File: src/inc/rbc_pkg.sv
// Constants and types of the receiver bit check and data output block.
// Assumes a 100 MHz system clock; all slower rates are enable pulses.
package rbc_pkg;

  // System clock and base clock of the polling logic
  localparam int CLK_PERIOD_NS  = 10;
  localparam int BASE_PERIOD_NS = 2000;
  localparam int BASE_DIV       = (BASE_PERIOD_NS + CLK_PERIOD_NS - 1) / CLK_PERIOD_NS;

  // Extended tick: 8, 4, 2 or 1 base ticks, kept as divisor minus one
  localparam logic [2:0] XTICK_DIV_M1 = 3'h7;

  // Bit check
  localparam logic [4:0] CHECKS_PER_BIT = 5'h02;
  localparam logic [4:0] BITS_PER_STEP  = 5'h03;
  localparam int         LIMIT_W        = 6;
  localparam logic [5:0] LOWER_LIMIT_RST = 6'h0e;
  localparam logic [5:0] UPPER_LIMIT_RST = 6'h18;

  // Operating configuration fields and reset values
  localparam int         OPC_W          = 11;
  localparam int         OPC_BAUD_LSB   = 9;
  localparam int         OPC_BITS_LSB   = 7;
  localparam int         OPC_SLEEP_LSB  = 2;
  localparam int         OPC_STD_BIT    = 1;
  localparam int         OPC_TEMP_BIT   = 0;
  localparam logic [1:0] BAUD_RST       = 2'h0;
  localparam logic [1:0] BITS_RST       = 2'h2;
  localparam logic [4:0] SLEEP_RST      = 5'h0b;
  localparam logic [4:0] SLEEP_FOREVER  = 5'h1f;

  // Timing counts, in extended ticks unless named otherwise
  localparam logic [7:0]  STARTUP_TICKS  = 8'h10;
  localparam logic [7:0]  HOLD_IN_TICKS  = 8'h08;
  localparam logic [7:0]  HOLD_OUT_TICKS = 8'h0b;
  localparam logic [7:0]  MAX_LOW_TICKS  = 8'h50;
  localparam logic [7:0]  OFF_LOW_TICKS  = 8'h14;
  localparam logic [7:0]  SYNC_TICKS     = 8'h04;
  localparam int          SLEEP_UNIT_LOG2 = 10;
  localparam int          SLEEP_EXT_LOG2  = 3;
  localparam int          SLEEP_CNT_W     = 18;

  // Sample buffer
  localparam int FIFO_WIDTH = 1;
  localparam int FIFO_DEPTH = 16;

  // Operating states
  typedef enum logic [2:0] {
    RBC_SLEEP   = 3'h0,
    RBC_STARTUP = 3'h1,
    RBC_CHECK   = 3'h2,
    RBC_RECEIVE = 3'h3,
    RBC_OFF_CMD = 3'h4
  } rbc_state_type;

endpackage

File: src/rtl/rbc_tick_gen.sv
// Base clock and extended tick enables for the bit check block.
// Assumes one clock; the baud range input is a registered setting.
`timescale 1ns/100ps
module rbc_tick_gen (
  input  wire logic       clk,
  input  wire logic       resetn,
  input  wire logic [1:0] baud_range_select,
  output logic            base_tick,
  output logic            extended_tick
);

  localparam int DIV_W = $clog2(rbc_pkg::BASE_DIV);

  logic [DIV_W-1:0] div_reg;
  logic [2:0]       xcnt_reg;
  wire              div_wrap  = (div_reg == DIV_W'(rbc_pkg::BASE_DIV - 1));
  wire  [2:0]       xdiv_m1   = rbc_pkg::XTICK_DIV_M1 >> baud_range_select;
  wire              xcnt_wrap = (xcnt_reg >= xdiv_m1);

  ////////////////////////////////////////////////////////////////////////////
  // Base divider, then 8/4/2/1 base ticks per extended tick
  always_ff @(posedge clk) begin
    if (!resetn) begin
      div_reg  <= '0;
      xcnt_reg <= 3'h0;
    end else begin
      div_reg <= div_wrap ? '0 : div_reg + 1'b1;
      if (div_wrap) begin
        xcnt_reg <= xcnt_wrap ? 3'h0 : xcnt_reg + 3'h1;
      end
    end
  end

  assign base_tick     = div_wrap;
  assign extended_tick = div_wrap && xcnt_wrap;

endmodule // rbc_tick_gen

File: src/rtl/rbc_fifo.sv
// Small synchronous FIFO with valid/ready on both sides.
// Assumes writer and reader share the clock; DEPTH is a power of two.
`timescale 1ns/100ps
module rbc_fifo #(
  parameter int WIDTH = 1,
  parameter int DEPTH = 16
) (
  input  wire logic             clk,
  input  wire logic             resetn,
  input  wire logic             wr_valid,
  output logic                  wr_ready,
  input  wire logic [WIDTH-1:0] wr_data,
  output logic                  rd_valid,
  input  wire logic             rd_ready,
  output logic [WIDTH-1:0]      rd_data
);

  localparam int AW = $clog2(DEPTH);

  logic [WIDTH-1:0] mem [DEPTH];
  logic [AW:0]      wptr_reg;
  logic [AW:0]      rptr_reg;
  wire              full  = (wptr_reg[AW] != rptr_reg[AW]) &&
                            (wptr_reg[AW-1:0] == rptr_reg[AW-1:0]);
  wire              empty = (wptr_reg == rptr_reg);
  wire              push  = wr_valid && !full;
  wire              pop   = rd_ready && !empty;

  ////////////////////////////////////////////////////////////////////////////
  // Extra pointer bit tells full from empty without a counter
  always_ff @(posedge clk) begin
    if (!resetn) begin
      wptr_reg <= '0;
      rptr_reg <= '0;
    end else begin
      if (push) wptr_reg <= wptr_reg + 1'b1;
      if (pop)  rptr_reg <= rptr_reg + 1'b1;
    end
  end

  // Storage is not reset; empty keeps stale words from being read
  always_ff @(posedge clk) begin
    if (push) mem[wptr_reg[AW-1:0]] <= wr_data;
  end

  assign wr_ready = !full;
  assign rd_valid = !empty;
  assign rd_data  = mem[rptr_reg[AW-1:0]];

endmodule // rbc_fifo

File: src/rtl/rbc_bit_check.sv
// Wake-up qualifier and data pin conditioner of a polling RF receiver.
// Assumes asynchronous demodulator, enable and data pin inputs, and an
// open-drain data pin with an external pull-up.
`timescale 1ns/100ps

// Operation
// - Two edge-to-edge interval checks verify one bit.
// - Bit count setting selects 0, 3, 6 or 9 bits, so 0/6/12/18 checks.
// - Spacing inside window continues checking; outside it aborts to sleep.
// - Window spans lower limit to upper limit minus one extended ticks.
// - Both limits live as fields of the bound window register.
// - Upper limits up to 63 are accepted.
// - Limits reset to 14 and 24.
// - Demodulator ignored during startup; counter advances per extended tick.
// - Fail on edge below lower limit, or when counter reaches upper limit.
// - All bits passed: enter receiving mode and drive data pin.
// - Receiving mode holds until data pin or enable pin sends it back.
// - Demodulator sampled per extended tick; output edges on tick boundaries.
// - After an output edge, level frozen for in-window or out-window hold.
// - Continuous low level on the data output limited to a maximum time.
// - After transmission, stay receiving and pass noise to the data pin.
// - Off command issues exactly one sync pulse, then the sleep period.
// - Low enable pulse; sleep starts at rising edge, held while low.
// - Extended tick is 8, 4, 2 or 1 base ticks by baud range.
// - A failed check clears the temporary sleep extension bit.
module rbc_bit_check (
  input  wire logic       clk,
  input  wire logic       resetn,
  input  wire logic       demod_output,
  input  wire logic       enable_pin,
  input  wire logic       data_pin_in,
  output logic            data_pin_out,
  output logic            data_pin_oe,
  input  wire logic       cfg_load,
  input  wire logic [1:0] baud_range_select,
  input  wire logic [1:0] bits_to_check,
  input  wire logic [4:0] sleep_value,
  input  wire logic       sleep_ext_std,
  input  wire logic       temporary_sleep_extension,
  input  wire logic [5:0] lower_limit_count,
  input  wire logic [5:0] upper_limit_count,
  input  wire logic       overrun_clear,
  output logic [2:0]      mode_code,
  output logic            receiving,
  output logic            temp_ext_active,
  output logic            sample_overrun
);

  ////////////////////////////////////////////////////////////////////////////
  // Configuration registers

  logic [rbc_pkg::OPC_W-1:0]     operating_config_reg;
  logic [2*rbc_pkg::LIMIT_W-1:0] bound_window_reg;

  wire [1:0] baud_sel  = operating_config_reg[rbc_pkg::OPC_BAUD_LSB +: 2];
  wire [1:0] bits_sel  = operating_config_reg[rbc_pkg::OPC_BITS_LSB +: 2];
  wire [4:0] sleep_sel = operating_config_reg[rbc_pkg::OPC_SLEEP_LSB +: 5];
  wire       ext_std   = operating_config_reg[rbc_pkg::OPC_STD_BIT];
  wire       ext_temp  = operating_config_reg[rbc_pkg::OPC_TEMP_BIT];
  wire [5:0] lower_lim = bound_window_reg[rbc_pkg::LIMIT_W +: rbc_pkg::LIMIT_W];
  wire [5:0] upper_lim = bound_window_reg[0 +: rbc_pkg::LIMIT_W];

  logic temp_clr;

  // A load wins over the automatic clear of the temporary extension bit
  always_ff @(posedge clk) begin
    if (!resetn) begin
      operating_config_reg <= {rbc_pkg::BAUD_RST, rbc_pkg::BITS_RST,
                               rbc_pkg::SLEEP_RST, 1'b0, 1'b0};
      bound_window_reg     <= {rbc_pkg::LOWER_LIMIT_RST,
                               rbc_pkg::UPPER_LIMIT_RST};
    end else if (cfg_load) begin
      operating_config_reg <= {baud_range_select, bits_to_check, sleep_value,
                               sleep_ext_std, temporary_sleep_extension};
      bound_window_reg     <= {lower_limit_count, upper_limit_count};
    end else if (temp_clr) begin
      operating_config_reg[rbc_pkg::OPC_TEMP_BIT] <= 1'b0;
    end
  end

  ////////////////////////////////////////////////////////////////////////////
  // Pin synchronisers; only the second stage is read

  logic [2:0] sync1_reg;
  logic [2:0] sync2_reg;
  logic       en_prev_reg;

  always_ff @(posedge clk) begin
    if (!resetn) begin
      sync1_reg <= 3'h0;
      sync2_reg <= 3'h0;
    end else begin
      sync1_reg <= {data_pin_in, enable_pin, demod_output};
      sync2_reg <= sync1_reg;
    end
  end

  wire demod_s = sync2_reg[0];
  wire en_s    = sync2_reg[1];
  wire pin_s   = sync2_reg[2];
  wire en_rise = en_s && !en_prev_reg;

  always_ff @(posedge clk) begin
    if (!resetn) en_prev_reg <= 1'b0;
    else         en_prev_reg <= en_s;
  end

  ////////////////////////////////////////////////////////////////////////////
  // Timing and the per-tick sample buffer

  logic base_tick;
  logic extended_tick;
  logic fifo_wr_ready;
  logic fifo_rd_valid;
  logic fifo_rd_data;
  logic fifo_rd_ready;

  rbc_tick_gen u_tick (
    .clk               (clk),
    .resetn            (resetn),
    .baud_range_select (baud_sel),
    .base_tick         (base_tick),
    .extended_tick     (extended_tick)
  );

  // One word per extended tick, so each popped word is one tick of time
  rbc_fifo #(
    .WIDTH (rbc_pkg::FIFO_WIDTH),
    .DEPTH (rbc_pkg::FIFO_DEPTH)
  ) u_fifo (
    .clk      (clk),
    .resetn   (resetn),
    .wr_valid (extended_tick),
    .wr_ready (fifo_wr_ready),
    .wr_data  (demod_s),
    .rd_valid (fifo_rd_valid),
    .rd_ready (fifo_rd_ready),
    .rd_data  (fifo_rd_data)
  );

  ////////////////////////////////////////////////////////////////////////////
  // State and counters

  rbc_pkg::rbc_state_type state_reg;
  rbc_pkg::rbc_state_type state_next;

  logic [rbc_pkg::SLEEP_CNT_W-1:0] sleep_cnt_reg;
  logic [7:0]                      phase_cnt_reg;
  logic                            sync_active_reg;
  logic [5:0]                      edge_interval_count_reg;
  logic [4:0]                      check_cnt_reg;
  logic                            synced_reg;
  logic                            last_demod_reg;
  logic                            out_level_reg;
  logic [7:0]                      out_gap_reg;
  logic                            in_win_reg;
  logic                            low_block_reg;
  logic [7:0]                      off_cnt_reg;
  logic                            overrun_reg;

  // Popping every cycle turns the buffer into a delayed, evenly spaced tick stream
  assign fifo_rd_ready = 1'b1;

  wire tick   = fifo_rd_valid;
  wire sample = fifo_rd_data;

  ////////////////////////////////////////////////////////////////////////////
  // Sleep length in base ticks; the top code never expires

  wire                            ext_any      = ext_std || ext_temp;
  wire [rbc_pkg::SLEEP_CNT_W-1:0] sleep_base   = {13'h0, sleep_sel} << rbc_pkg::SLEEP_UNIT_LOG2;
  wire [rbc_pkg::SLEEP_CNT_W-1:0] sleep_target = ext_any ?
                                                 sleep_base << rbc_pkg::SLEEP_EXT_LOG2 :
                                                 sleep_base;
  wire                            sleep_done   = (sleep_sel != rbc_pkg::SLEEP_FOREVER) &&
                                                 (sleep_cnt_reg >= sleep_target);

  // Startup ignores the demodulator; only the tick count matters
  wire su_done = tick && (phase_cnt_reg + 8'h01 >= rbc_pkg::STARTUP_TICKS);

  ////////////////////////////////////////////////////////////////////////////
  // Bit check decode

  // Two interval checks per bit, three bits per setting step
  wire [4:0] checks_needed = {3'h0, bits_sel} * rbc_pkg::BITS_PER_STEP *
                             rbc_pkg::CHECKS_PER_BIT;
  wire       demod_edge    = sample != last_demod_reg;
  wire [6:0] spacing       = {1'b0, edge_interval_count_reg} + 7'h01;

  // Reaching the upper count fails even without an edge, so a dead line cannot hang
  wire chk_over  = spacing >= {1'b0, upper_lim};
  wire chk_under = demod_edge && synced_reg &&
                   (spacing < {1'b0, lower_lim});
  wire chk_fail  = tick && (chk_over || chk_under);
  wire chk_pass  = tick && demod_edge && synced_reg && !chk_fail;
  wire chk_last  = chk_pass && (check_cnt_reg + 5'h01 >= checks_needed);

  // Load wins: a failing check clears the temporary extension unless a load lands
  assign temp_clr = (state_reg == rbc_pkg::RBC_CHECK) && en_s && chk_fail;

  ////////////////////////////////////////////////////////////////////////////
  // Data output decode

  wire [7:0] out_spacing = out_gap_reg + 8'h01;
  wire [7:0] hold_need   = in_win_reg ? rbc_pkg::HOLD_IN_TICKS :
                                        rbc_pkg::HOLD_OUT_TICKS;

  // A cut low run stays high until the demodulator has been high once again
  wire force_high = !out_level_reg &&
                    (out_spacing >= rbc_pkg::MAX_LOW_TICKS);
  wire follow     = (sample != out_level_reg) && (out_spacing >= hold_need) &&
                    !(low_block_reg && !sample);
  wire out_flip   = tick && (force_high || follow);
  wire spacing_in = (out_spacing >= {2'h0, lower_lim}) &&
                    (out_spacing < {2'h0, upper_lim});

  // Host pulling a released line low is the only way the pin reads low while high
  wire off_hit   = tick && out_level_reg && !pin_s &&
                   (off_cnt_reg + 8'h01 >= rbc_pkg::OFF_LOW_TICKS);
  wire sync_done = tick && sync_active_reg &&
                   (phase_cnt_reg + 8'h01 >= rbc_pkg::SYNC_TICKS);

  ////////////////////////////////////////////////////////////////////////////
  // Next state; a low enable overrides every state

  always_comb begin
    state_next = state_reg;
    if (!en_s) begin
      state_next = rbc_pkg::RBC_SLEEP;
    end else begin
      case (state_reg)
        rbc_pkg::RBC_SLEEP: begin
          if (sleep_done) state_next = rbc_pkg::RBC_STARTUP;
        end
        rbc_pkg::RBC_STARTUP: begin
          if (su_done) begin
            state_next = (bits_sel == 2'h0) ? rbc_pkg::RBC_RECEIVE :
                                              rbc_pkg::RBC_CHECK;
          end
        end
        rbc_pkg::RBC_CHECK: begin
          if (chk_fail)      state_next = rbc_pkg::RBC_SLEEP;
          else if (chk_last) state_next = rbc_pkg::RBC_RECEIVE;
        end
        rbc_pkg::RBC_RECEIVE: begin
          if (off_hit) state_next = rbc_pkg::RBC_OFF_CMD;
        end
        rbc_pkg::RBC_OFF_CMD: begin
          if (sync_done) state_next = rbc_pkg::RBC_SLEEP;
        end
        default: begin
          state_next = rbc_pkg::RBC_SLEEP;
        end
      endcase
    end
  end

  // State register
  always_ff @(posedge clk) begin
    if (!resetn) state_reg <= rbc_pkg::RBC_SLEEP;
    else         state_reg <= state_next;
  end

  // Sleep restarts from zero at the enable rising edge
  always_ff @(posedge clk) begin
    if (!resetn || state_reg != rbc_pkg::RBC_SLEEP || !en_s || en_rise) begin
      sleep_cnt_reg <= '0;
    end else if (base_tick && !sleep_done) begin
      sleep_cnt_reg <= sleep_cnt_reg + 1'b1;
    end
  end

  // Startup and sync pulse share one tick counter
  always_ff @(posedge clk) begin
    if (!resetn || state_next != state_reg) begin
      phase_cnt_reg   <= 8'h00;
      sync_active_reg <= 1'b0;
    end else begin
      if (tick && (state_reg == rbc_pkg::RBC_STARTUP || sync_active_reg)) begin
        phase_cnt_reg <= phase_cnt_reg + 8'h01;
      end
      // Single sync pulse once the host has let go of the line
      if (state_reg == rbc_pkg::RBC_OFF_CMD && pin_s) sync_active_reg <= 1'b1;
    end
  end

  // Interval counter; the first edge only aligns it
  always_ff @(posedge clk) begin
    if (!resetn || state_reg != rbc_pkg::RBC_CHECK) begin
      edge_interval_count_reg <= 6'h00;
      check_cnt_reg           <= 5'h00;
      synced_reg              <= 1'b0;
    end else if (tick) begin
      edge_interval_count_reg <= demod_edge ? 6'h00 :
                                 edge_interval_count_reg + 6'h01;
      if (demod_edge) synced_reg <= 1'b1;
      if (chk_pass)   check_cnt_reg <= check_cnt_reg + 5'h01;
    end
  end

  // Previous tick sample, for edge detection
  always_ff @(posedge clk) begin
    if (!resetn)   last_demod_reg <= 1'b0;
    else if (tick) last_demod_reg <= sample;
  end

  // Conditioned data; starts high so the first wake edge is a fall
  always_ff @(posedge clk) begin
    if (!resetn || state_reg != rbc_pkg::RBC_RECEIVE) begin
      out_level_reg <= 1'b1;
      out_gap_reg   <= 8'h00;
      in_win_reg    <= 1'b0;
      low_block_reg <= 1'b0;
      off_cnt_reg   <= 8'h00;
    end else if (tick) begin
      out_gap_reg   <= out_flip ? 8'h00 :
                       (out_gap_reg == 8'hfe) ? out_gap_reg : out_spacing;
      off_cnt_reg   <= (out_level_reg && !pin_s) ? off_cnt_reg + 8'h01 : 8'h00;
      low_block_reg <= force_high || (low_block_reg && !sample);
      if (out_flip) begin
        out_level_reg <= !out_level_reg;
        in_win_reg    <= spacing_in;
      end
    end
  end

  ////////////////////////////////////////////////////////////////////////////
  // Outputs, all registered; all but temp_ext_active come from the same state so they stay in step

  always_ff @(posedge clk) begin
    if (!resetn) begin
      mode_code       <= rbc_pkg::RBC_SLEEP;
      receiving       <= 1'b0;
      data_pin_out    <= 1'b1;
      data_pin_oe     <= 1'b0;
      temp_ext_active <= 1'b0;
    end else begin
      mode_code       <= state_reg;
      receiving       <= state_reg == rbc_pkg::RBC_RECEIVE;
      data_pin_out    <= (state_reg == rbc_pkg::RBC_RECEIVE) ? out_level_reg :
                                                               !sync_active_reg;
      data_pin_oe     <= (state_reg == rbc_pkg::RBC_RECEIVE) || sync_active_reg;
      temp_ext_active <= ext_temp;
    end
  end

  // Overrun flag; a full buffer loses time, so the set wins over the clear
  always_ff @(posedge clk) begin
    if (!resetn) begin
      overrun_reg <= 1'b0;
    end else if (extended_tick && !fifo_wr_ready) begin
      overrun_reg <= 1'b1;
    end else if (overrun_clear) begin
      overrun_reg <= 1'b0;
    end
  end

  assign sample_overrun = overrun_reg;

endmodule // rbc_bit_check

File: config.mk
export PLATFORM = sky130hd
export DESIGN_NAME = rbc_bit_check
export DESIGN_NICKNAME = d
export VERILOG_FILES = /design/src/inc/rbc_pkg.sv /design/src/rtl/rbc_tick_gen.sv /design/src/rtl/rbc_fifo.sv /design/src/rtl/rbc_bit_check.sv
export SDC_FILE = /design/constraint.sdc
export NUM_CORES = 1
export LEC_CHECK = 0
export BUFFER_PORTS_ARGS = -buffer_cell sky130_fd_sc_hd__buf_2
export CELL_PAD_IN_SITES_DETAIL_PLACEMENT = 2
export CELL_PAD_IN_SITES_GLOBAL_PLACEMENT = 2
export CORE_AREA = 2 2 142 144
export CTS_CLUSTER_DIAMETER = 120
export CTS_CLUSTER_SIZE = 28
export DETAILED_ROUTE_END_ITERATION = 6
export DIE_AREA = 0 0 144 146
export PLACE_DENSITY = 0.91
export SYNTH_ARGS = -nofsm -noshare
export SYNTH_HDL_FRONTEND = slang
export SYNTH_SLANG_ARGS = --single-unit
export TNS_END_PERCENT = 5
File: constraint.sdc
create_clock -name clk -period 3.57 [get_ports clk]
set_clock_uncertainty 0.2 [all_clocks]
set_input_delay 0.714 -clock clk [delete_from_list [all_inputs] [get_ports clk]]
set_output_delay 0.714 -clock clk [all_outputs]
set_load 0.05 [all_outputs]
# == Word-level counts from Yosys, hierarchy flattened ==
# Memory sizes are Yosys's and may differ from the RTL's. A register that Yosys moved wholly into a read port is not among the register bits.
# Cells that the tools add are included.
# op_classes
add_sub_neg,11
mul,1
magnitude_cmp,12
n_eq_ne,16
n_shift,1
muxes,25
n_bitwise,2
n_reduce_logical,65
# ops
op,n
$add A8 B1 Y8 const B,4
$logic_and A1 B1 Y1,31
$mux W3,8
$mux W8,3
$add A18 B1 Y18 const B,1
$ge A18 B18 Y1,1
$mux W18,1
$eq A8 B8 Y1 const B,2
$ge A8 B5 Y1 const B,2
$add A5 B1 Y5 const B,3
$pmux W3 S5,1
$logic_not A1 Y1,12
$logic_or A1 B1 Y1,12
$ge A8 B3 Y1 const B,1
$ge A8 B4 Y1,1
$ge A8 B6 Y1,1
$ge A8 B7 Y1 const B,1
$lt A8 B6 Y1,1
$mux W1,8
$mux W4,2
$reduce_and A2 Y1,4
$add A6 B1 Y7 const B,1
$ge A7 B6 Y1,1
$lt A7 B6 Y1,1
other kinds (24),30
# totals
regBits,121
ram_bits,16
output_inout_bits,8
word_cells,163
mem_count,1
# memory_table
name,words,width,rd,rd_ports_with_merged_regs,wr,line,text
u_fifo.mem,16,1,1,1,1,rbc_fifo.sv:20,logic [WIDTH-1:0] mem [DEPTH];

# == Depth between registers and ports, before layout ==
# Gate-level depths: netlist of run 1.
# logic_depth
ltp_word,14
depth_mapped,12
depth_no_buf,11

# == Cells and area by module ==
# A second synthesis of run 1 with hierarchy kept.
# hier_totals
hier_cells,835
hier_area_um2,7636.1
# by_module_without_submodules
mod,n_inst,cells_each,area_per_inst_um2
rbc_bit_check,1,646,5545.3
rbc_fifo,1,126,1524.0
rbc_tick_gen,1,63,566.8

# == Worst setup path after synthesis of run 1 ==
# No wires, ideal clock.
# synth_timing
kind,reg2reg
from,reg edge_interval_count_reg[0]
to,reg phase_cnt_reg[0]
setup_time_ps,141
arrival_ps,2579
path_slack_ps,650
stages_incl_launch_ff,12
n_path_buf,0
cell_sequence,dfxtp_1 > ha_1 > nand3_1 > xnor2_1 > ha_1 > a21o_1 > a21oi_1 > o211a_1 > nor3b_1 > o2111ai_1 > o22ai_1 > nor3_1
# synth_between
elab_chain_len,14
word_cells_on_any_way,15
classes_between,1 x add/sub; 2 x order compare; 1 x eq/ne; 4 x mux; 7 x reduce/logical
# synth_rtl
element,line,text
start: declaration,rbc_bit_check.sv:150,logic [5:0] edge_interval_count_reg;
start signal: assignment,rbc_bit_check.sv:294,edge_interval_count_reg <= demod_edge ? 6'h00 :
$add A6 B1 Y7 (*),rbc_bit_check.sv:188,"wire [6:0] spacing = {1'b0, edge_interval_count_reg} + 7'h01;"
$lt A7 B6 Y1,rbc_bit_check.sv:193,"(spacing < {1'b0, lower_lim});"
$logic_and A1 B1 Y1,rbc_bit_check.sv:192,wire chk_under = demod_edge && synced_reg &&
$logic_or A1 B1 Y1 (*),rbc_bit_check.sv:194,wire chk_fail = tick && (chk_over || chk_under);
$logic_and A1 B1 Y1 (*),rbc_bit_check.sv:194,
$logic_not A1 Y1,rbc_bit_check.sv:195,wire chk_pass = tick && demod_edge && synced_reg && !chk_fail;
$logic_and A1 B1 Y1,rbc_bit_check.sv:195,
$logic_and A1 B1 Y1,rbc_bit_check.sv:196,wire chk_last = chk_pass && (check_cnt_reg + 5'h01 >= checks_needed);
$mux W3,rbc_bit_check.sv:243,else if (chk_last) state_next = rbc_pkg::RBC_RECEIVE;
$mux W3 (*),rbc_bit_check.sv:242,if (chk_fail) state_next = rbc_pkg::RBC_SLEEP;
$pmux W3 S5 (*),rbc_bit_check.sv:231,case (state_reg)
$mux W3 (*),rbc_bit_check.sv:228,if (!en_s) begin
$ne A3 B3 Y1 (*),rbc_bit_check.sv:275,if (!resetn || state_next != state_reg) begin
$logic_or A1 B1 Y1 (*),rbc_bit_check.sv:275,
end signal: assignment,rbc_bit_check.sv:280,phase_cnt_reg <= phase_cnt_reg + 8'h01;
end: declaration,rbc_bit_check.sv:148,logic [7:0] phase_cnt_reg;
# Mark *: on every way between the ends. The rest lies on a longest branch, timed or not.
# A chain may end at the register's enable or synchronous reset.

# == Final worst setup path of run 1 ==
# layout_timing
from,reg edge_interval_count_reg[0]
to,reg check_cnt_reg[4]
# layout_between
elab_chain_len,8
word_cells_on_any_way,9
classes_between,1 x add/sub; 2 x order compare; 6 x reduce/logical
# layout_rtl
element,line,text
$add A6 B1 Y7 (*),rbc_bit_check.sv:188,
$lt A7 B6 Y1,rbc_bit_check.sv:193,
$logic_and A1 B1 Y1,rbc_bit_check.sv:192,
$logic_or A1 B1 Y1 (*),rbc_bit_check.sv:194,
$logic_and A1 B1 Y1 (*),rbc_bit_check.sv:194,
$logic_not A1 Y1 (*),rbc_bit_check.sv:195,
$logic_and A1 B1 Y1 (*),rbc_bit_check.sv:195,
$reduce_and A2 Y1 (no source line) (*),-,
end signal: assignment,rbc_bit_check.sv:297,if (chk_pass) check_cnt_reg <= check_cnt_reg + 5'h01;
end: declaration,rbc_bit_check.sv:151,logic [4:0] check_cnt_reg;
# Marked as above.

==> impl_results.md, run 1 <==
* FF-to-FF path depth at 11
* Root buffer cell: clkbuf_16
* Setup ws final at 0.1119 ns
* HPWL after detailed placement at 17180 µm
* Setup TNS at 0 ns
* IO buf count at 37
* First-pass GRT wire length at 43050 µm
* Cell family with most CP delay: simple AND/OR/NAND/NOR gates
* Post-synthesis register bit count at 141
* Worst setup path startpoint: edge_interval_count_reg[0]
* Hold crit path type: flop to flop
* Largest net degree at the start of global routing at 31
* DP Area at roughly 0.0080 mm²
* Via count at 6570
* Worst slack at placement at 0.01204 ns
* # IOs at 38
* FILL cells at 2101
* Hold_buf cts at 0
* CP peak stage delay at 0.49 ns
* Worst Max-Slew Pin Slew at 0.8807 ns
* Pins over their slew limit at 0
* WL met2 at 14730 µm
* PD cells at ~440 mW/mm²
* Period minus WS final at 3.458 ns
* Fin nets at 962
* Max reg flops at 18
* Initial Util at 38.93%
* Syn avg cell area at 8.929 µm²
* CP Launch Type: flop
* Vias per cell at 5.703
* Setup CP Type: flop to flop
* Post-synthesis sequential area ratio at roughly 40%
* Wl on met1 at about 11000 µm
* Core footprint at 0.01933 mm²
* Reg-to-Reg Start: edge_interval_count_reg[0]
* Reg2Reg Setup Slack at 0.11 ns
* Diodes inserted at 0
* Iter 0 DRT Violations at 318
* Area growth syn-to-layout at 14.30%
* Die height at 146 µm
* Post-synth EDFFs at 16
* Critical R2R Capture: check_cnt_reg[4]
* Setup crit end kind: flop
* Die width at 144 µm
* Post-route ant nets at 0
* Clk Latency, worst-skew pair at 0.45 ns
* Gate Count Post-Synth at roughly 840
* Worst path depth at 11
* Syn Std Cell Area at 0.007527 mm²
* Cts bufs inserted at 17
* Worst Path Arrival at 3.62 ns
* Initial antenna violation count at 1
* Die footprint at 0.02102 mm²
* Fmax achieved at 0.2892 GHz
* Met3 WL at 717 µm
* Final Hold Viols at 0
* Asr flop ratio synth at 0%
* Final Instance Area at 0.008603 mm²
* Final Setup Violations at 0
* GR Overflow Total at 0
* Vias in the first global route at approximately 7400
* Post-synth cell types at about 60
* First drt pass iteration count at 4
* YS warnings at 0
* Status: finished clean
* Peak VDD IR at between 300 and 400 µV
* Fraction of layout cells with a size suffix above 1 at 11.39%
* DRC at 0
* TritonCTS clock tree: built
* H-tree depth at 4
* Hold slack at 0.2397 ns
* Routed WL per cell at about 24 µm
* Max transition margin at 40.74%
* Clk pin slew, worst setup/hold paths at 0.08 ns
* WP buf/inv at 0
* Period utilization at 96.87%
* Syn_nets at 931
* CP required at 3.74 ns
* Clock sink total at 141
* Overall routed net length at roughly 27000 µm
* GRT Total Usage at 26.84%
* Cell Rows at 51
* Total of max-cap violations at 0
* Worst path slowest cell: dfxtp_1
* CP cell instances: ha_1 > nand3_1 > xnor2_1 > ha_1 > a21o_1 > a21oi_1 > o211a_1 > nor3b_2 > nand3_2 > or3_1 > a21oi_1
* RSZ-0062 raised after global routing: true
* Crit path to: check_cnt_reg[4]
* CTS Buffer Depth at 2
* RePlAce Congestion at 0.7682
* Max layer used: met4
* Setup Fix Bufs, Post-CTS at 0
* CP Max Fanout at 7
* Commonest register cell after synthesis: dfxtp_1
* Leakage at about 3.4 nW
## worst min-delay path by stage
stage / to / startpoint / depth (start not counted) / slack [ns]
finish: u_tick.div_reg[0] / u_tick.div_reg[0] / 1 / 0.24
global route: u_tick.div_reg[0] / u_tick.div_reg[0] / 1 / 0.26
CTS: u_tick.div_reg[0] / u_tick.div_reg[0] / 1 / 0.24
detailed placement: sync2_reg[1] / sync1_reg[1] / 1 / 0.23
global placement: sync2_reg[2] / sync1_reg[2] / 1 / 0.22
floorplan: sync2_reg[0] / sync1_reg[0] / 1 / 0.21
## Yosys cell counts, types with 15 or more instances
| library cell | number | area share, % |
|---|---|---|
| nand2_1 | 71 | 3.5 |
| dfxtp_1 | 125 | 33 |
| nor2_1 | 72 | 3.6 |
| edfxtp_1 | 16 | 6.4 |
| and3_1 | 15 | 1.2 |
| o21ai_0 | 31 | 2.1 |
| xor2_1 | 23 | 2.7 |
| nor3_1 | 21 | 1.4 |
| clkbuf_1 | 31 | 1.5 |
| nor2b_1 | 21 | 1.7 |
| mux2i_1 | 27 | 3.6 |
| ha_1 | 58 | 9.6 |
| and2_1 | 29 | 2.4 |
| a21oi_1 | 34 | 2.3 |
| nand4_1 | 19 | 1.6 |
| nor4_1 | 17 | 1.4 |
| inv_1 | 36 | 1.8 |
| xnor2_1 | 39 | 4.5 |
| nand3_1 | 34 | 2.3 |
## cell usage in the layout, fill, tap and decap left out, types with 9 or more instances in the layout
master and n:
o21ai_0 31, nor2b_1 21, nand2b_1 9, nor4_1 17, nor2_1 69, nor3_1 21
mux2i_1 27, buf_4 10, nand3_1 33, a21oi_1 34, inv_1 36, clkbuf_16 17
ha_1 58, a21o_1 11, xor2_1 23, xnor2_1 39, buf_2 37, o211ai_1 11
edfxtp_1 16, nand2_1 71, nand4_1 19, and3_1 15, a31oi_1 11, dfxtp_1 125
and2_1 29
## metal layers
layer	global-route usage [%]	up-vias
li1	-	3037
met1	29.56	3317
met2	49.36	139
met3	4.936	77
met4	12.11	0
met5	0	-
## per-stage QoR
| stage | instances | utilization [%] | power (mW) |
|---|---|---|---|
| 6_report | 1152 | 44.50 | 3.821 |
| 5_1_grt | 1152 | 44.50 | 3.928 |
| 4_1_cts | 1152 | 44.41 | 3.842 |
| 3_5_place_dp | 1120 | 41.33 | 1.992 |
| 3_3_place_gp | 1120 | 41.33 | 1.969 |
| 2_1_floorplan | 843 | - | 1.874 |
## report_power, final
| part | total (mW) | switching, mW | internal [mW] | leakage, nW |
|---|---|---|---|---|
| sequential | 1.66 | 0.0312 | 1.63 | 1.19 |
| clock | 1.84 | 0.851 | 0.989 | 0.282 |
| combinational | 0.319 | 0.211 | 0.108 | 1.92 |
| total | 3.82 | 1.09 | 2.73 | 3.40 |
## worst register-to-register path, cell delays in order (launching register included)
cell and delay (ns):
dfxtp_1 0.49, ha_1 0.29, nand3_1 0.18, xnor2_1 0.25
ha_1 0.28, a21o_1 0.19, a21oi_1 0.17, o211a_1 0.23
nor3b_2 0.32, nand3_2 0.23, or3_1 0.39, a21oi_1 0.18
## layout make-up
type	instances	area, µm²	share of cell area [%]
multi-input combinational	631	4312	50.12
sequential	141	2983	34.67
clock buffer	18	429.2	4.988
tap	265	331.6	3.854
timing repair buffer	47	260.3	3.025
clock inverter	14	152.6	1.774
inverter	36	135.1	1.571
## logic make-up after synthesis
group / share of synthesized area, %
AND/OR/NAND/NOR: 22.99
flip-flops: 39.63
AO/OA/AOI/OAI: 11.54
buffers and inverters: 3.590
XOR/XNOR: 7.430
adder cells (fa/ha/maj): 9.641
multiplexers: 5.186
## repair_timing
| item | CTS | global route |
|---|---|---|
| setup endpoints to repair | 3 | 25 |
| pin swaps | 0 | 0 |
| cloned | 0 | 0 |
| resized for setup | 3 | 4 |
Note: power is estimated with default switching activity, not from simulation.
==> inputs of run 2 (changes only) <==
- BUFFER_PORTS_ARGS: -buffer_cell sky130_fd_sc_hd__buf_2 -> -buffer_cell sky130_fd_sc_hd__clkbuf_2
==> run 2 against run 1 <==
Power increased by 1.7%. Design area grew 0.28%. Register-to-register slack better by 0.03 ns. Flip-flop and latch count is the same. Clock-buffer cell count fell by 1. Via count up 1.7%. Worst hold slack improved by 0.0049 ns. Non-clock buffer count is 1 higher. Worst setup slack improved by 0.026 ns. Clock power is 3% higher. Sequential share of layout area decreased by 0.096 points. Fmax rose by 0.75%. Critical path type unchanged. Critical endpoint is now phase_cnt_reg[1]. Largest cell class unchanged. Largest power group unchanged. Highest routed layer unchanged.
==> impl_results.md, run 2 (same netlist as run 1, synthesis figures left out) <==
* Final Hold Viols at 0 (unchanged)
* Period utilization at 96.15% (-0.72 points)
* Max reg flops at 18 (unchanged)
* Clk pin slew, worst setup/hold paths at 0.07 ns (about the same)
* Area growth syn-to-layout at 14.61%
* Status: finished clean
* Peak VDD IR at 334.7 µV (-5.0%)
* Clk Latency, worst-skew pair at 0.44 ns (about the same)
* HPWL after detailed placement at 16820 µm (-2.1%)
* DRC at 0 (unchanged)
* Power Total at 3.887 mW (+1.7%)
* Largest net degree at the start of global routing at 55 (+77%)
* Final Setup Violations at 0 (unchanged)
* DP Area at 0.007991 mm² (unchanged)
* IO buf count at 37 (unchanged)
* Root buffer cell: clkbuf_16
* RePlAce Congestion at 0.7748 (+0.86%)
* Initial Util at 38.93% (unchanged)
* Period minus WS final at 3.432 ns (-0.02560 ns)
* Hold crit path type: flop to flop
* Leakage at 3.408 nW (+0.39%)
* Final Instance Area at 0.008627 mm² (+0.28%)
* Clock sink total at 141 (unchanged)
* First-pass GRT wire length at 44270 µm (+2.8%)
* Die width at 144 µm (unchanged)
* Cts bufs inserted at 17 (unchanged)
* Via count at 6684 (+1.7%)
* CP required at 3.68 ns (-0.06 ns)
* GRT Total Usage at 27.56% (+0.71 points)
* Setup crit end kind: flop
* Setup CP Type: flop to flop
* PD cells at 450.6 mW/mm² (+1.4%)
* Fin nets at 963 (+0.10%)
* Vias per cell at 5.797 (+1.6%)
* Pins over their slew limit at 0 (unchanged)
* Layout Utilization at 44.62% (+0.12 points)
* Fmax achieved at 0.2913 GHz (+0.75%)
* Cell Rows at 51 (unchanged)
* CP cell instances: ha_1 > nand3_1 > xnor2_1 > ha_1 > a21o_1 > a21oi_1 > o211a_1 > nor3b_2 > o2111ai_1 > o22ai_1 > buf_4 > nor3_1
* Core footprint at 0.01933 mm² (unchanged)
* Diodes inserted at 0 (unchanged)
* Worst Max-Slew Pin Slew at 0.9268 ns (+0.04605 ns)
* GR Overflow Total at 0 (unchanged)
* Iter 0 DRT Violations at 323 (+1.6%)
* Total of max-cap violations at 0 (unchanged)
* # IOs at 38 (unchanged)
* Commonest non-fill, non-tap cell in the layout: dfxtp_1
* Vias in the first global route at 7591 (+2.7%)
* CTS Buffer Depth at 2 (unchanged)
* CP Launch Type: flop
* Fraction of layout cells with a size suffix above 1 at 11.49% (+0.10 points)
* Die height at 146 µm (unchanged)
* Worst path slowest cell: dfxtp_1
* TritonCTS clock tree: built
* FILL cells at 2092 (-0.43%)
* Commonest non-fill, non-tap cells in the layout: dfxtp_1 (125), nand2_1 (71), nor2_1 (69), ha_1 (58), xnor2_1 (39)
* Die footprint at 0.02102 mm² (unchanged)
* CP peak stage delay at 0.46 ns (-0.03 ns)
* Worst Path Arrival at 3.54 ns (-0.08 ns)
* Overall routed net length at 28100 µm (+2.5%)
* H-tree depth at 4 (unchanged)
* CP Max Fanout at 9 (+2)
* Routed WL per cell at 24.37 µm (+2.5%)
* Initial antenna violation count at 0 (-1)
* Post-route ant nets at 0 (unchanged)
* Max transition margin at 38.21% (-2.5 points)
* First drt pass iteration count at 4 (unchanged)
* Hold_buf cts at 0 (unchanged)
* CP most frequent cell: ha_1
==> run 2: cell types whose count changed in the layout (fill, tap and decap cells not counted), sizes merged <==
cell / change
clkbuf: +36
clkinv: -2
inv: +1
clkinvlp: +1
bufinv: +1
buf: -36
==> run 2: worst paths after layout <==
path | cells after the start | slack (ns) | end | startpoint
setup / recovery | 12 | 0.14 | phase_cnt_reg[1] | edge_interval_count_reg[0]
hold / removal | 1 | 0.24 | u_tick.div_reg[0] | u_tick.div_reg[0]
setup reg to reg | 12 | 0.14 | phase_cnt_reg[1] | edge_interval_count_reg[0]
hold reg to reg | 1 | 0.24 | u_tick.div_reg[0] | u_tick.div_reg[0]
==> run 2: layout make-up <==
| type | count | area (µm²) | share of cell area [%] |
|---|---|---|---|
| clock buffer | 17 | 425.4 | 4.931 |
| clock inverter | 15 | 173.9 | 2.016 |
| inverter | 36 | 135.1 | 1.566 |
| multi-input combinational | 631 | 4310 | 49.96 |
| sequential | 141 | 2983 | 34.58 |
| tap | 265 | 331.6 | 3.843 |
| timing repair buffer | 48 | 267.8 | 3.104 |
==> run 2: power by group <==
| part | switching (mW) | internal (mW) | total, mW |
|---|---|---|---|
| Sequential | 0.0324 | 1.63 | 1.66 |
| Combinational | 0.219 | 0.113 | 0.332 |
| Clock | 0.836 | 1.06 | 1.89 |
| Total | 1.09 | 2.80 | 3.89 |
==> run 2: per-stage QoR <==
| stage | TNS [ns] | cells | worst slack [ns] | hold WS [ns] |
|---|---|---|---|---|
| after floorplan | 0 | 843 | 0.6502 | 0.2119 |
| after global placement | 0 | 1120 | 0.3802 | 0.2141 |
| after detailed placement | 0 | 1120 | 0.1097 | 0.2225 |
| after CTS | 0 | 1152 | 0.00005751 | 0.2473 |
| after global routing | -0.000007550 | 1153 | -0.000007550 | 0.2652 |
| final | 0 | 1153 | 0.1375 | 0.2447 |
==> run 2: repair_timing <==
item / CTS / global route
setup buffers: 0 / 1
endpoints found under the setup margin: 12 / 28
pin swaps: 0 / 1
resized for setup: 2 / 4
==> run 2: critical path: cells and delay by family, from the launching register on <==
family,cells,cell delay [ns]
DFF,1,0.46
adders and majority gates,2,0.60
buffers and inverters,1,0.22
and+or+nand+nor,3,0.54
AOI/OAI and AO/OA,5,0.99
xor gates and xnor gates,1,0.30
==> run 2: per-layer routing <==
| metal | GRT usage (%) | vias to the layer above | wire (µm) |
|---|---|---|---|
| li1 | - | 3035 | - |
| met4 | 11.37 | 0 | 995 |
| met3 | 5.495 | 79 | 1006 |
| met2 | 50.71 | 167 | 15030 |
| met1 | 30.49 | 3403 | 11070 |
| met5 | 0 | - | 0 |
